[src/drive_io_consts.svh]
// Offsets, field positions, reset values and timing counts of the I/O allocation block.
`ifndef DRIVE_IO_CONSTS_SVH
`define DRIVE_IO_CONSTS_SVH

`define CLK_PERIOD_NS 100
`define CTRL_PERIOD_NS 1600
`define CTRL_CYCLES ((`CTRL_PERIOD_NS + `CLK_PERIOD_NS - 1) / `CLK_PERIOD_NS)

`define INPUT_MAP_A_OFS 8'h00
`define INPUT_MAP_B_OFS 8'h04
`define OPTION_INPUT_MAP_OFS 8'h08
`define OUTPUT_MAP_A_OFS 8'h0C
`define OUTPUT_MAP_B_OFS 8'h10
`define OUTPUT_MAP_C_OFS 8'h14
`define OUTPUT_POLARITY_CTL_OFS 8'h18
`define INPUT_STATE_OFS 8'h1C
`define OUTPUT_STATE_OFS 8'h20
`define MAP_REG_COUNT 7
`define OUT_MAP_FIRST 3
`define POLARITY_IDX 6
`define POLARITY_MASK 16'h0007

`define INPUT_MAP_A_RST 16'h1000
`define INPUT_MAP_B_RST 16'h8802
`define OPTION_INPUT_MAP_RST 16'h6543
`define OUTPUT_MAP_A_RST 16'h0000
`define OUTPUT_MAP_B_RST 16'h0100
`define OUTPUT_MAP_C_RST 16'h0000
`define OUTPUT_POLARITY_RST 16'h0000

`define FWD_TRAVEL_DIGIT 2'h3
`define REV_TRAVEL_DIGIT 2'h0
`define FWD_CLAMP_DIGIT 2'h2
`define REV_CLAMP_DIGIT 2'h3

`define CODE_LAST_DEFAULT 4'h6
`define CODE_ALWAYS_ON 4'h7
`define CODE_ALWAYS_OFF 4'h8
`define CODE_FIRST_INVERTED 4'h9
`define CODE_FIRST_WIDE_CIRCUIT 3'h4
`define OUT_CODE_LAST 4'h3

`define INPUT_CIRCUITS 7
`define OUTPUT_CIRCUITS 3
`define OUTPUT_FUNCS 9
`define HSIZE_WORD 3'h2

`endif

[src/drive_io_pkg.sv]
// Types shared by the I/O allocation block and its users.
package drive_io_pkg;

    typedef struct packed {
        logic option_in_6;
        logic option_in_5;
        logic option_in_4;
        logic option_in_3;
        logic rev_force_clamp_in;
        logic fwd_force_clamp_in;
        logic rev_travel_block;
        logic fwd_travel_block;
    } input_func_type;

    typedef struct packed {
        logic near_zone;
        logic warning;
        logic brake_release_out;
        logic speed_limited;
        logic force_limited;
        logic servo_ready;
        logic motion_detected;
        logic speed_match;
        logic position_reached;
    } output_func_type;

    typedef struct packed {
        logic [7:0] addr;
        logic write;
        logic active;
    } bus_req_type;

endpackage : drive_io_pkg

[src/level_sync.sv]
// Two-stage synchroniser for levels arriving from outside the clock domain.
`timescale 1ns/1ps
`default_nettype none

module level_sync #(
    parameter int WIDTH = 1
) (
    input wire logic hclk,
    input wire logic hresetn,
    input wire logic [WIDTH-1:0] async_in,
    output logic [WIDTH-1:0] sync_out
);

    logic [WIDTH-1:0] stage_reg;

    // The first stage feeds only the second stage, so no logic sees a metastable level.
    always_ff @(posedge hclk or negedge hresetn) begin
        if (!hresetn) begin
            stage_reg <= '0;
            sync_out <= '0;
        end else begin
            stage_reg <= async_in;
            sync_out <= stage_reg;
        end
    end

endmodule : level_sync

`default_nettype wire

[src/drive_io_signal_allocation.sv]
// Allocation of drive sequence functions to physical I/O circuits, with AHB-Lite registers.
//
// The AHB-Lite interface to the registers and the address map were decided locally.
`timescale 1ns/1ps
`default_nettype none
`include "drive_io_consts.svh"

// Behaviour
// - Codes 0-6 default sense, 9-F inverted
// - Code 7 forces on, code 8 off
// - Digit fields per function as assigned
// - Shared input circuit drives all its functions
// - Undetectable allocation reads as not asserted
// - Output codes 1-3 pick circuit, 0 unused
// - Shared output circuit carries OR of functions
// - Per-circuit polarity bit, reset no inversion
// - Alarm off on error; brake follows output
module drive_io_signal_allocation #(
    parameter int CTRL_CYCLES = `CTRL_CYCLES
) (
    input wire logic hclk,
    input wire logic hresetn,
    input wire logic hsel,
    input wire logic [31:0] haddr,
    input wire logic [1:0] htrans,
    input wire logic hwrite,
    input wire logic [2:0] hsize,
    input wire logic [31:0] hwdata,
    input wire logic hready,
    output logic hreadyout,
    output logic [31:0] hrdata,
    output logic hresp,
    input wire logic [`INPUT_CIRCUITS-1:0] circuit_in,
    input wire logic safety_block_in_1,
    input wire logic safety_block_in_2,
    input wire drive_io_pkg::output_func_type out_func,
    input wire logic drive_error,
    output drive_io_pkg::input_func_type in_func,
    output logic base_block,
    output logic [`OUTPUT_CIRCUITS-1:0] out_circuit,
    output logic alarm_out
);

    localparam int CW = (CTRL_CYCLES > 1) ? $clog2(CTRL_CYCLES) : 1;
    localparam logic [CW-1:0] TICK_LAST = CW'(CTRL_CYCLES - 1);

    logic [`INPUT_CIRCUITS+1:0] sync_level;
    logic [`INPUT_CIRCUITS-1:0] circuit_level;
    logic safety_1;
    logic safety_2;
    logic [CW-1:0] tick_count_reg;
    logic ctrl_tick;
    drive_io_pkg::bus_req_type pend_reg;
    logic [15:0] map_reg [`MAP_REG_COUNT];
    logic [15:0] map_next [`MAP_REG_COUNT];
    logic wr_hit;
    logic [2:0] wr_idx;
    logic [31:0] hrdata_reg;
    logic rd_take;
    logic [31:0] rd_word;
    logic [31:0] input_state;
    logic [31:0] output_state;
    drive_io_pkg::input_func_type in_func_next;
    logic [`OUTPUT_CIRCUITS-1:0] circuit_next;
    logic [`OUTPUT_FUNCS-1:0] out_vec;

    function automatic logic [15:0] reset_value(input int idx);
        case (idx)
            0: reset_value = `INPUT_MAP_A_RST;
            1: reset_value = `INPUT_MAP_B_RST;
            2: reset_value = `OPTION_INPUT_MAP_RST;
            3: reset_value = `OUTPUT_MAP_A_RST;
            4: reset_value = `OUTPUT_MAP_B_RST;
            5: reset_value = `OUTPUT_MAP_C_RST;
            default: reset_value = `OUTPUT_POLARITY_RST;
        endcase
    endfunction : reset_value

    function automatic logic [3:0] digit_of(input logic [15:0] value, input logic [1:0] pos);
        digit_of = value[{pos, 2'b00} +: 4];
    endfunction : digit_of

    // Active-on is the default sense: overtravel inputs assert when their circuit is off,
    // so a broken wire stops motion; the others assert when their circuit is on.
    // Narrow functions may use only the upper three circuits.
    function automatic logic pick_input(
        input logic [3:0] code,
        input logic [`INPUT_CIRCUITS-1:0] level,
        input logic active_on,
        input logic narrow
    );
        logic [3:0] idx;
        logic invert;
        idx = 4'h0;
        invert = 1'b0;
        pick_input = 1'b0;
        if (code == `CODE_ALWAYS_ON) begin
            pick_input = 1'b1;
        end else if (code == `CODE_ALWAYS_OFF) begin
            pick_input = 1'b0;
        end else begin
            if (code <= `CODE_LAST_DEFAULT) begin
                idx = code;
            end else begin
                // Inverted codes reuse the circuit order of the default codes, offset by nine.
                idx = code - `CODE_FIRST_INVERTED;
                invert = 1'b1;
            end
            if (narrow && idx[2:0] < `CODE_FIRST_WIDE_CIRCUIT) begin
                pick_input = 1'b0;
            end else begin
                pick_input = (level[idx[2:0]] == active_on) ^ invert;
            end
        end
    endfunction : pick_input

    function automatic logic [1:0] out_sel(input logic [3:0] code);
        out_sel = code[1:0] - 2'h1;
    endfunction : out_sel

    // Codes 4 to F route nowhere, the same as code 0.
    function automatic logic out_used(input logic [3:0] code);
        out_used = (code != 4'h0) && (code <= `OUT_CODE_LAST);
    endfunction : out_used

    // Pins and safety channels come from outside the clock domain and pass two stages here.
    level_sync #(
        .WIDTH(`INPUT_CIRCUITS + 2)
    ) pin_sync (
        .hclk(hclk),
        .hresetn(hresetn),
        .async_in({safety_block_in_2, safety_block_in_1, circuit_in}),
        .sync_out(sync_level)
    );

    // The safety channels ride in the top two bits of the synchronised word.
    assign circuit_level = sync_level[`INPUT_CIRCUITS-1:0];
    assign safety_1 = sync_level[`INPUT_CIRCUITS];
    assign safety_2 = sync_level[`INPUT_CIRCUITS+1];

    // Control-cycle timebase; every routing decision is taken on this enable.
    // A longer period eases timing of the routing logic but delays every pin change.
    always_ff @(posedge hclk or negedge hresetn) begin
        if (!hresetn) begin
            tick_count_reg <= '0;
        end else if (tick_count_reg == TICK_LAST) begin
            tick_count_reg <= '0;
        end else begin
            tick_count_reg <= tick_count_reg + CW'(1);
        end
    end

    assign ctrl_tick = (tick_count_reg == TICK_LAST);

    // Bus address phase is captured whenever the bus is ready; zero wait states.
    // Non-word sizes never arm a transfer, so they complete as OKAY and change nothing.
    always_ff @(posedge hclk or negedge hresetn) begin
        if (!hresetn) begin
            pend_reg <= '0;
        end else if (hready) begin
            pend_reg.addr <= haddr[7:0];
            pend_reg.write <= hwrite;
            pend_reg.active <= hsel && htrans[1] && (hsize == `HSIZE_WORD);
        end
    end

    // A write is armed in the address phase and committed in the data phase, when hwdata
    // stands; misaligned, unmapped and read-only offsets never commit it.
    assign wr_idx = pend_reg.addr[4:2];
    assign wr_hit = pend_reg.active && pend_reg.write && (pend_reg.addr[1:0] == 2'h0)
                    && (pend_reg.addr[7:5] == 3'h0) && (wr_idx < 3'(`MAP_REG_COUNT));

    // Only the three polarity bits exist; the rest of that word reads back as zero.
    always_comb begin
        for (int i = 0; i < `MAP_REG_COUNT; i++) begin
            map_next[i] = map_reg[i];
        end
        if (wr_hit) begin
            if (wr_idx == 3'(`POLARITY_IDX)) begin
                map_next[wr_idx] = hwdata[15:0] & `POLARITY_MASK;
            end else begin
                map_next[wr_idx] = hwdata[15:0];
            end
        end
    end

    // The map registers reset to the factory allocation; polarity starts uninverted.
    always_ff @(posedge hclk or negedge hresetn) begin
        if (!hresetn) begin
            for (int i = 0; i < `MAP_REG_COUNT; i++) begin
                map_reg[i] <= reset_value(i);
            end
        end else begin
            for (int i = 0; i < `MAP_REG_COUNT; i++) begin
                map_reg[i] <= map_next[i];
            end
        end
    end

    assign rd_take = hready && hsel && htrans[1] && !hwrite && (hsize == `HSIZE_WORD);
    assign input_state = {15'h0000, safety_2, safety_1, circuit_level, in_func};
    assign output_state = {26'h0000000, base_block, alarm_out, 1'b0, out_circuit};

    // Reads see map_next, so a read straight after a write returns the new value.
    always_comb begin
        case (haddr[7:0])
            `INPUT_MAP_A_OFS: rd_word = {16'h0000, map_next[0]};
            `INPUT_MAP_B_OFS: rd_word = {16'h0000, map_next[1]};
            `OPTION_INPUT_MAP_OFS: rd_word = {16'h0000, map_next[2]};
            `OUTPUT_MAP_A_OFS: rd_word = {16'h0000, map_next[3]};
            `OUTPUT_MAP_B_OFS: rd_word = {16'h0000, map_next[4]};
            `OUTPUT_MAP_C_OFS: rd_word = {16'h0000, map_next[5]};
            `OUTPUT_POLARITY_CTL_OFS: rd_word = {16'h0000, map_next[6]};
            `INPUT_STATE_OFS: rd_word = input_state;
            `OUTPUT_STATE_OFS: rd_word = output_state;
            default: rd_word = 32'h00000000;
        endcase
    end

    // An unmapped or misaligned read still completes as OKAY and returns zero.
    always_ff @(posedge hclk or negedge hresetn) begin
        if (!hresetn) begin
            hrdata_reg <= 32'h00000000;
        end else if (rd_take) begin
            hrdata_reg <= rd_word;
        end
    end

    assign hrdata = hrdata_reg;
    assign hreadyout = 1'b1;
    assign hresp = 1'b0;

    // Each function reads its own digit; several functions may name one circuit.
    always_comb begin
        in_func_next.fwd_travel_block = pick_input(
            digit_of(map_reg[0], `FWD_TRAVEL_DIGIT), circuit_level, 1'b0, 1'b0);
        in_func_next.rev_travel_block = pick_input(
            digit_of(map_reg[1], `REV_TRAVEL_DIGIT), circuit_level, 1'b0, 1'b0);
        in_func_next.fwd_force_clamp_in = pick_input(
            digit_of(map_reg[1], `FWD_CLAMP_DIGIT), circuit_level, 1'b1, 1'b0);
        in_func_next.rev_force_clamp_in = pick_input(
            digit_of(map_reg[1], `REV_CLAMP_DIGIT), circuit_level, 1'b1, 1'b0);
        in_func_next.option_in_3 = pick_input(
            digit_of(map_reg[2], 2'h0), circuit_level, 1'b1, 1'b0);
        in_func_next.option_in_4 = pick_input(
            digit_of(map_reg[2], 2'h1), circuit_level, 1'b1, 1'b1);
        in_func_next.option_in_5 = pick_input(
            digit_of(map_reg[2], 2'h2), circuit_level, 1'b1, 1'b1);
        in_func_next.option_in_6 = pick_input(
            digit_of(map_reg[2], 2'h3), circuit_level, 1'b1, 1'b1);
    end

    assign out_vec = out_func;

    // Functions sharing a circuit are ORed first, so the polarity bit inverts the combined level.
    always_comb begin
        logic [3:0] code;
        code = 4'h0;
        circuit_next = '0;
        for (int i = 0; i < `OUTPUT_FUNCS; i++) begin
            code = digit_of(map_reg[`OUT_MAP_FIRST + i / 4], 2'(i % 4));
            if (out_used(code)) begin
                circuit_next[out_sel(code)] = circuit_next[out_sel(code)] | out_vec[i];
            end
        end
        circuit_next = circuit_next ^ map_reg[`POLARITY_IDX][`OUTPUT_CIRCUITS-1:0];
    end

    // Inputs and outputs move only on the control tick, so a new allocation acts at the next one.
    always_ff @(posedge hclk or negedge hresetn) begin
        if (!hresetn) begin
            in_func <= '0;
            out_circuit <= '0;
        end else if (ctrl_tick) begin
            in_func <= in_func_next;
            out_circuit <= circuit_next;
        end
    end

    // The alarm is a fail-safe level: it is on only while no error stands, so a lost
    // output also reads as an alarm. It is not held to the control tick.
    always_ff @(posedge hclk or negedge hresetn) begin
        if (!hresetn) begin
            alarm_out <= 1'b0;
        end else begin
            alarm_out <= !drive_error;
        end
    end

    // Motor current stays blocked unless both safety channels are on.
    always_ff @(posedge hclk or negedge hresetn) begin
        if (!hresetn) begin
            base_block <= 1'b1;
        end else begin
            base_block <= !(safety_1 && safety_2);
        end
    end

endmodule : drive_io_signal_allocation

`default_nettype wire

[config.mk]
export PLATFORM = sky130hd
export DESIGN_NAME = drive_io_signal_allocation
export DESIGN_NICKNAME = d
export VERILOG_FILES = /design/src/drive_io_pkg.sv /design/src/level_sync.sv /design/src/drive_io_signal_allocation.sv
export VERILOG_INCLUDE_DIRS = /design/src
export SDC_FILE = /design/constraint.sdc
export NUM_CORES = 1
export LEC_CHECK = 0
export BUFFER_PORTS_ARGS = -buffer_cell sky130_fd_sc_hd__buf_2
export CAP_MARGIN = 20
export CELL_PAD_IN_SITES_DETAIL_PLACEMENT = 2
export CELL_PAD_IN_SITES_GLOBAL_PLACEMENT = 2
export CORE_ASPECT_RATIO = 0.6
export CORE_MARGIN = 2
export CORE_UTILIZATION = 30
export DETAILED_ROUTE_END_ITERATION = 10
export PLACE_DENSITY = 0.77
export SYNTH_ARGS = -nofsm -noshare
export SYNTH_HDL_FRONTEND = slang
export SYNTH_SLANG_ARGS = --single-unit
[constraint.sdc]
create_clock -name hclk -period 5.1 [get_ports hclk]
set_input_delay 1.02 -clock hclk [delete_from_list [all_inputs] [get_ports hclk]]
set_output_delay 1.02 -clock hclk [all_outputs]
set_load 0.1 [all_outputs]
# Word-level counts from Yosys, hierarchy flattened
# Index checks and enable logic that the tools add are counted.
# Widths: inputs -> output; s select.
[classes]
magnitude_cmp = 49
eq_ne = 27
addsub = 18
muxes = 144
reduce_logical = 45
bitwise = 22
[ops]
columns = ["op", "n"]
rows = [
  ["$bwmux 112", 2],
  ["$mux 112", 2],
  ["$pmux 17 s9", 1],
  ["$mux 3", 33],
  ["$mux 1", 69],
  ["$demux 16 s3", 1],
  ["$eq 4x4->1 const B", 9],
  ["$le 4x2->1 const B", 9],
  ["$reduce_bool 4->1", 9],
  ["$eq 4x3->1 const B", 8],
  ["$eq 8x5->1 const B", 4],
  ["$le 4x3->1 const B", 8],
  ["$lt 3x4->1 const B", 8],
  ["$logic_and 1x1->1", 30],
  ["$lt 2x3->1 const B", 9],
  ["$bmux 1 s3", 8],
  ["$bwmux 3", 8],
  ["$sub 3x1->3 const B", 8],
  ["$bmux 1 s2", 9],
  ["$demux 1 s2", 9],
  ["$ge 2x1->1 const B", 9],
  ["$sub 2x1->2 const B", 9],
  ["$eq 8x4->1 const B", 2],
  ["$mux 16", 1],
  ["19 further kinds", 40],
]
[word_totals]
reg_bits = 189
word_cells = 330
inputBits = 93
out_inout_bits = 47

# Logic depth before layout (Yosys ltp)
# Gate-level depths: netlist (run 1).
[logic_depth]
word_depth = 48
mapped_depth = 21
mapped_depth_nobuf = 21

# Hierarchy
# Synthesis (run 1) repeated with hierarchy kept, for this count alone.
[hier_totals]
hier_cells = 1032
hier_area_um2 = 9854.5
[modules_own_cells]
columns = ["module", "area_each_um2", "cells_per_inst", "seq_area_each_um2", "n_inst"]
rows = [
  ["drive_io_signal_allocation", 9404.0, 1014, 3920.0, 1],
  ["level_sync", 450.4, 18, 450.4, 1],
]

# Least setup slack after synthesis (run 1)
# No wires, ideal clock.
[synth_path]
kind = "input-to-reg"
startpoint = "input port out_func[0] (netlist bit)"
endpoint = "register out_circuit[0]"
slack_ns = -0.153
setup_time_ns = 0.125
cell_stages = 19
t_arrival_ns = 5.128
required_ns = 4.975
n_path_buf = 0
cell_sequence = "nor3b_2 a41oi_1 nor3b_1 o41ai_4 nor2_2 or4_4 a211o_1 a211oi_2 o22ai_1 a211oi_2 nor2_1 o41ai_2 nor2_1 a311oi_2 a31oi_1 a221oi_2 a31oi_1 xnor2_1 o21ai_1"
[synth_between]
elab_chain_len = 44
[synth_lines]
columns = ["item", "line_no", "rtl"]
rows = [
  ["start: declaration", "drive_io_signal_allocation.sv:36", "input wire drive_io_pkg::output_func_type out_func,"],
  ["$or 1x1->1 *", "drive_io_signal_allocation.sv:263", "circuit_next[out_sel(code)] = circuit_next[out_sel(code)] | out_vec[i];"],
  ["$and 3x3->3 (no source line) *", "n/a", ""],
  ["$mux 3 *", "drive_io_signal_allocation.sv:262", "if (out_used(code)) begin"],
  ["$bmux 1 s2", "drive_io_signal_allocation.sv:263", ""],
  ["$mux 1 (not written as such)", "drive_io_signal_allocation.sv:263", ""],
  ["$or 1x1->1", "drive_io_signal_allocation.sv:263", ""],
  ["$bwmux 3", "drive_io_signal_allocation.sv:263", ""],
  ["$mux 3 *", "drive_io_signal_allocation.sv:262", ""],
  ["[... 28 more ...]", "n/a", ""],
  ["$bwmux 3", "drive_io_signal_allocation.sv:263", ""],
  ["$mux 3 *", "drive_io_signal_allocation.sv:262", ""],
  ["$bmux 1 s2", "drive_io_signal_allocation.sv:263", ""],
  ["$mux 1 (not written as such)", "drive_io_signal_allocation.sv:263", ""],
  ["$or 1x1->1", "drive_io_signal_allocation.sv:263", ""],
  ["$bwmux 3", "drive_io_signal_allocation.sv:263", ""],
  ["$mux 3 *", "drive_io_signal_allocation.sv:262", ""],
  ["$xor 3x3->3 *", "drive_io_signal_allocation.sv:266", "circuit_next = circuit_next ^ map_reg[`POLARITY_IDX][`OUTPUT_CIRCUITS-1:0];"],
  ["end signal: assignment", "drive_io_signal_allocation.sv:276", "out_circuit <= circuit_next;"],
  ["end: declaration", "drive_io_signal_allocation.sv:40", "output logic [`OUTPUT_CIRCUITS-1:0] out_circuit,"],
]
# Every way passes the cells marked *; elsewhere a longest branch is shown, timed or not. The select of a mux whose other input is x is not followed.
# A chain may end at the register's enable or synchronous reset.

# Worst setup path in the final report (run 1)
[layout_path]
startpoint = "register map_reg[53] (netlist bit)"
endpoint = "register out_circuit[1]"
[layout_between]
elab_chain_len = 43
elab_cells_between_ends = 50
classes_between = "add/sub: 1; order compare: 3; mux: 34; bitwise: 9; reduce/logical: 3"
[layout_lines]
columns = ["item", "line_no", "rtl"]
rows = [
  ["start: declaration", "drive_io_signal_allocation.sv:54", "logic [15:0] map_reg [`MAP_REG_COUNT];"],
  ["start signal: indexed assignment", "drive_io_signal_allocation.sv:191", "map_reg[i] <= reset_value(i);"],
  ["start signal: indexed assignment", "drive_io_signal_allocation.sv:195", "map_reg[i] <= map_next[i];"],
  ["$sub 2x1->2", "drive_io_signal_allocation.sv:118", "out_sel = code[1:0] - 2'h1;"],
  ["$lt 2x3->1 (not written as such) / $ge 2x1->1 (equally long branches)", "drive_io_signal_allocation.sv:263", ""],
  ["$logic_and 1x1->1 (not written as such)", "drive_io_signal_allocation.sv:263", ""],
  ["$mux 1 (not written as such)", "drive_io_signal_allocation.sv:263", ""],
  ["$demux 1 s2", "drive_io_signal_allocation.sv:263", ""],
  ["$bwmux 3", "drive_io_signal_allocation.sv:263", ""],
  ["$mux 3 *", "drive_io_signal_allocation.sv:262", ""],
  ["$bmux 1 s2", "drive_io_signal_allocation.sv:263", ""],
  ["[... 27 more ...]", "n/a", ""],
  ["$bwmux 3", "drive_io_signal_allocation.sv:263", ""],
  ["$mux 3 *", "drive_io_signal_allocation.sv:262", ""],
  ["$bmux 1 s2", "drive_io_signal_allocation.sv:263", ""],
  ["$mux 1 (not written as such)", "drive_io_signal_allocation.sv:263", ""],
  ["$or 1x1->1", "drive_io_signal_allocation.sv:263", ""],
  ["$bwmux 3", "drive_io_signal_allocation.sv:263", ""],
  ["$mux 3 *", "drive_io_signal_allocation.sv:262", ""],
  ["$xor 3x3->3 *", "drive_io_signal_allocation.sv:266", ""],
]
# Marks and branches as above.

==> results of run 1 <==
critical path: cells and delay by family (launching register included):
family,cells,cell delay (ns)
and+or+nand+nor,6,1.41
adders and majority gates,1,0.10
xor gates and xnor gates,1,0.12
AOI/OAI and AO/OA,11,2.88
DFF,1,0.40
muxes,1,0.23
buffers and inverters,3,0.43
power breakdown:
group	internal (mW)	switching, mW
Clock	0.638	0.661
Sequential	1.42	0.0517
Combinational	0.0999	0.273
layout make-up:
type | instances | area [µm²] | area share
multi-input combinational | 738 | 5250 | 0.443
sequential | 174 | 4370 | 0.369
timing repair buffer | 146 | 920 | 0.0777
tap | 424 | 531 | 0.0448
clock buffer | 17 | 425 | 0.0359
inverter | 55 | 206 | 0.0174
clock inverter | 15 | 134 | 0.0113
worst paths after layout:
| kind | start | endpoint | slack [ns] | depth (start not counted) |
|---|---|---|---|---|
| worst max-delay path | map_reg[53]$_DFF_PN0_ | out_circuit[1]$_DFFE_PN0N_ | -0.61 | 23 |
| worst min-delay path | pin_sync.stage_reg[1]$_DFF_PN0_ | pin_sync.sync_out[1]$_DFF_PN0_ | 0.35 | 0 |
| worst max register to register | map_reg[53]$_DFF_PN0_ | out_circuit[1]$_DFFE_PN0N_ | -0.61 | 23 |
| worst min register to register | pin_sync.stage_reg[1]$_DFF_PN0_ | pin_sync.sync_out[1]$_DFF_PN0_ | 0.35 | 0 |
| max in group asynchronous | hresetn | map_reg[52]$_DFF_PN0_ | 3.41 | 2 |
| min in group asynchronous | hresetn | hrdata[13]$_DFFE_PN0P_ | 0.57 | 1 |
cell usage in the layout (no fill, tap or decap), drive strengths merged, types with 7 or more instances in the layout:
master and instances:
a21o 7, a21oi 21, a222oi 15, a22o 21, a22oi 26, a311oi 7
a31oi 19, buf 146, clkbuf 17, conb 17, dfrtp 161, dfstp 13
ha 57, inv 60, mux2 34, mux2i 12, nand2 166, nand3 32
nor2 41, nor2b 21, nor3 18, o211ai 10, o21ai 109, xnor2 11
per-stage QoR:
step / setup TNS [ns] / std cells / utilization / setup WS (ns) / power, mW
2_1_floorplan: 0 / 1025 / - / 0.0120 / 1.72
3_3_place_gp: -1.95 / 1523 / 0.339 / -0.682 / 1.84
3_5_place_dp: -2.42 / 1523 / 0.339 / -0.887 / 1.86
5_1_grt: -2.59 / 1569 / 0.367 / -0.878 / 3.26
6_report: -1.80 / 1569 / 0.367 / -0.613 / 3.14
4_1_cts: -1.40 / 1563 / 0.361 / -0.489 / 3.16
metal layers:
| metal | vias up | routed length, µm |
|---|---|---|
| li1 | 3839 | - |
| met1 | 4614 | 18400 |
| met2 | 209 | 17100 |
| met3 | 38 | 1910 |
| met4 | 0 | 605 |
| met5 | - | 0 |
repair_timing:
action                     4_1_cts  5_1_grt
setup buffers                    8        6
resized for setup               21       27
pin swaps                       21       18
setup endpoints to repair        3        3
cell families (layout without fill, tap and decap cells):
family          count (synthesis)  in the layout  synth area share
xor+xnor                       13             13            0.0117
fa+ha+maj                      57             57            0.0732
mux                            51             51            0.0632
flops                         174            174             0.449
simple gates                  313            313             0.149
compound gates                287            287             0.204
buf+inv                       113            233            0.0505
other cells                     2             17          0.000771
==> results_dict.tcl, run 1 <==
set metrics [dict create \
    busiest_layer "met2" \
    holdWs_ns 0.346 \
    rsz0062_at_grt "true" \
    tritoncts "done" \
    diodes 0 \
    drt_iter0_drc 741 \
    dr.pass1.iters 6 \
    fmax_mhz 175 \
    io_buffers 81 \
    numCtsBuffers 17 \
    grt_start_max_net_pins 100 \
    clock_path_buffers 2 \
    fin_crit_sh 1.12 \
    fp.coreArea_um2 32200 \
    cts_hold_buf 0 \
    use_met3 0.0513 \
    initial_utilization 0.302 \
    fin_skew_ns 0.0154 \
    worstMarginPinSlew_ns 1.08 \
    crit_path_frequent_cell "nor2_2" \
    die-area_um2 34000 \
    fin_nets 1282 \
    final_area_um2 11800 \
    violations "negative setup slack" \
    area_growth_pct 21.5 \
    slowest_stage "or4b_4" \
    status "finished, violations left" \
    synth_ff_type "dfrtp_1" \
    place_hpwl_mm 27.4 \
    synth_top_area_share 0.414 \
    place_congestion 0.802 \
    maxCapViolCount 0 \
    rows 51 \
    crit_required_ns 5.42 \
    setup_slack_ns -0.613 \
    synth_cell_types 73 \
    maxSlewHeadroom 0.278 \
    largest_reg_flops 112 \
    avgSynthCellArea_um2 9.65 \
    ys_ff_latch 174 \
    min_period_ns 5.71 \
    antenna_found_initial 1 \
    drive_gt1_frac 0.259 \
    ctsRootBufferMaster "clkbuf_16" \
    drc 0 \
    ys_async_sr_fraction 1.00 \
    cp_cell_sequence "inv_2 > buf_6 > ha_4 > or4b_4 > mux2i_4 > o2111ai_2 > o41ai_4 > nor2_2 > or4_4 > a211o_1 > a211oi_4 > nor2_2 > nand4_1 > a31oi_2 > o41ai_4 > nor2_2 > a311oi_2 > a31oi_2 > a221oi_2 > a31oi_1 > buf_4 > xnor2_2 > o21ai_1" \
    wl_per_cell_um 24.2 \
    cts_sinks 174 \
    clock_latency_ns 0.47 \
    hold_path.class "reg -> reg" \
    path_clk_slew_ns 0.07 \
    fillers 3468 \
    use_met2 0.353 \
    crit_arrival_ns 6.04 \
    crit_path_start_kind "register" \
    critPathCaptureType "register" \
    grt_pass1_vias 9374 \
    crit_type "reg -> reg" \
    worst-path-max-fanout 3 \
    die_w_um 237 \
    dpl_cell_area_um2 10900 \
    slew_violations 0 \
    grt_pass1_wl_mm 57.6 \
    grt_util_all_layers 0.227 \
    synth_common_cells "nand2_1 (166), dfrtp_1 (161), o21ai_0 (106), ha_1 (57), inv_1 (55)" \
    synth_warnings 0 \
    die_y_um 144 \
    synth-edff-count 0 \
    grtUsageMet1 0.319 \
    cellPowerDensity_nw_per_um2 266 \
    postRouteAntennaNets 0 \
    via_count 8700 \
    via_per_inst 5.54 \
    yosysSeqAreaShare 0.449 \
    ios 140 \
    grt.overflow.total 0 \
    yosysTopAreaCell "dfrtp_1" \
    critPathMaxStageDelay_ns 0.49 \
    synth.area.top_cells "dfrtp_1 (41%), ha_1 (7.3%), nand2_1 (6.4%)" \
    wl_mm 38.0 \
    htree_levels 4 \
    irDropWorstVdd_mv 0.227 \
    synthCells 1010 \
    setup_violations 3 \
    syn_area_um2 9740 \
    power.leakage_nw 5.58 \
    synth.most_common_cell "nand2_1" \
    finalHoldViolCount 0 \
]
No activity file was read; power rests on OpenSTA's default activity.
==> run 2, diff against run 1 <==
--- a/config.mk
+++ b/config.mk
@@ -8,2 +8,3 @@
 export LEC_CHECK = 0
+export ABC_AREA = 1
 export BUFFER_PORTS_ARGS = -buffer_cell sky130_fd_sc_hd__buf_2
@@ -16,3 +17,3 @@
 export DETAILED_ROUTE_END_ITERATION = 10
-export PLACE_DENSITY = 0.77
+export PLACE_DENSITY = 0.81
 export SYNTH_ARGS = -nofsm -noshare
==> constraint.sdc (replaced) <==
create_clock -name hclk -period 5.1 [get_ports hclk]
set_input_delay 0.51 -clock hclk [delete_from_list [all_inputs] [get_ports hclk]]
set_output_delay 0.51 -clock hclk [all_outputs]
set_load 0.1 [all_outputs]
==> results_dict.tcl, run 2 <==
set metrics [dict create \
    postRouteAntennaNets 0 \
    synth_cell_types 45 \
    fmax_mhz 250 \
    synth_warnings 0 \
    rows 52 \
    irDropWorstVdd_mv 0.245 \
    dpl_cell_area_um2 11200 \
    cts_hold_buf 0 \
    critPathCaptureType "register" \
    yosysSeqAreaShare 0.426 \
    ios 140 \
    worst-path-max-fanout 5 \
    ys_async_sr_fraction 1.00 \
    path_clk_slew_ns 0.07 \
    synth.area.top_cells "dfrtp_1 (39%), nand2_1 (11%), inv_1 (9.7%)" \
    grt_pass1_wl_mm 59.7 \
    yosysTopAreaCell "dfrtp_1" \
    via_count 9248 \
    layout_common_cells "nand2_1 (309), inv_1 (265), dfrtp_1 (161)" \
    grt_pass1_vias 10100 \
    synthCells 1323 \
    cp_top_family "simple AND/OR/NAND/NOR gates" \
    min_period_ns 4.00 \
    hold_path.class "in -> async" \
    fin_nets 1558 \
    synth_top_area_share 0.393 \
    clock_path_buffers 2 \
    htree_levels 4 \
    synth.most_common_cell "nand2_1" \
    cts_sinks 174 \
    synth_common_cells "nand2_1 (309), inv_1 (265), dfrtp_1 (161), o21ai_0 (140), nor2_1 (62)" \
    via_per_inst 4.91 \
    grt_start_max_net_pins 100 \
    status "completed" \
    place_hpwl_mm 29.4 \
    grt.overflow.total 0 \
    wl_mm 38.0 \
    slew_violations 0 \
    maxCapViolCount 0 \
    fin_skew_ns 0.0166 \
    crit_type "reg -> reg" \
    place_congestion 0.847 \
    initial_utilization 0.304 \
    final_area_um2 11800 \
    syn_area_um2 10300 \
    die_w_um 243 \
    cts_resized 0 \
    grt_util_all_layers 0.221 \
    tritoncts "done" \
    io_buffers 81 \
    rsz0062_at_grt "false" \
    clock_latency_ns 0.47 \
    ys_ff_latch 174 \
    crit_path_start_kind "register" \
    die_y_um 147 \
    wl_per_cell_um 20.2 \
    maxSlewHeadroom 0.296 \
    crit_required_ns 5.44 \
    antenna_found_initial 2 \
    cellPowerDensity_nw_per_um2 266 \
    ctsRootBufferMaster "clkbuf_16" \
    stdcell_count 1882 \
    numCtsBuffers 17 \
    slowest_stage "dfrtp_1" \
    setup_violations 0 \
    dr.pass1.iters 4 \
    area_growth_pct 15.4 \
    postCtsSetupBuffers 0 \
    worstMarginPinSlew_ns 1.04 \
    synth_ff_type "dfrtp_1" \
    drive_gt1_frac 0.144 \
    crit_arrival_ns 4.34 \
    finalHoldViolCount 0 \
    die-area_um2 35700 \
    synth-edff-count 0 \
    mostFrequentLayoutCell "nand2_1" \
    drc 0 \
    dp.cells 1848 \
    fin_setup_tns_ns 0 \
    largest_reg_flops 112 \
    power.leakage_nw 6.86 \
    drt_iter0_drc 580 \
    critPathMaxStageDelay_ns 0.42 \
    path_buf_inv 1 \
    avgSynthCellArea_um2 7.75 \
    fin_crit_sh 0.784 \
    fp.coreArea_um2 33700 \
]
-- run 2: cell count changes after synthesis, sizes merged, moves of 27 or more --
cell	previous run	this run
nand2	166	319
mux2	34	7
o21ai	109	140
nand3	32	65
inv	55	273
-- run 2: through the flow --
step | util | power (mW) | setup WS, ns | hold slack (ns)
final | 0.351 | 3.15 | 1.10 | 0.153
after global routing | 0.351 | 3.26 | 0.541 | 0.133
after CTS | 0.351 | 3.18 | 1.04 | 0.134
after detailed placement | 0.332 | 1.75 | 1.08 | 0.337
after global placement | 0.332 | 1.74 | 1.30 | 0.335
after floorplan | - | 1.64 | 1.73 | 0.214
-- run 2: final cells by class --
class	instances	area (µm²)
Antenna cell	2	5.00
Timing Repair Buffer	101	568
Inverter	277	1040
Tap cell	459	574
Clock inverter	11	154
Fill cell	3927	21900
Clock buffer	21	470
Sequential cell	174	4370
Multi-Input combinational cell	837	4650
-- run 2: worst paths after layout --
kind	startpoint	endpoint	slack, ns	cells after the start
max	map_reg[52]$_DFF_PN0_	out_circuit[0]$_DFFE_PN0N_	1.10	39
min	hresetn	out_circuit[1]$_DFFE_PN0N_	0.15	1
max reg2reg	map_reg[52]$_DFF_PN0_	out_circuit[0]$_DFFE_PN0N_	1.10	39
min reg2reg	pin_sync.stage_reg[3]$_DFF_PN0_	pin_sync.sync_out[3]$_DFF_PN0_	0.35	0
max in group asynchronous	hresetn	map_reg[101]$_DFF_PN0_	3.76	2
min in group hclk	safety_block_in_1	pin_sync.stage_reg[7]$_DFF_PN0_	0.15	1
-- run 2: power by group --
part           leakage [nW]  switching [mW]  internal (mW)
combinational          4.34           0.227         0.0573
clock                 0.301           0.608          0.815
sequential             2.22          0.0293           1.41
total                  6.86           0.864           2.28
-- run 2: worst reg2reg max path: cells and delay by family (launching register included) --
kind	cells	cell delay [ns]
and+or+nand+nor	37	3.05
adders and majority gates	1	0.31
buffers and inverters	1	0.09
DFF	1	0.42
-- run 2: kinds of logic after synthesis --
kind of cell / synth area share
simple gates: 0.211
xor+xnor: 0.00341
fa+ha+maj: 0.0695
compound gates: 0.142
other cells: 0.000732
mux: 0.0213
flops: 0.426
buf+inv: 0.126
-- run 2: per-layer routing --
layer | global-route usage | part of all wire | vias up | wire length (µm)
met5 | 0 | 0.00029 | - | 11
met4 | 0.0494 | 0.012 | 2 | 475
met3 | 0.0427 | 0.047 | 36 | 1780
met2 | 0.341 | 0.44 | 175 | 16800
met1 | 0.319 | 0.50 | 4696 | 19000
li1 | - | - | 4339 | -
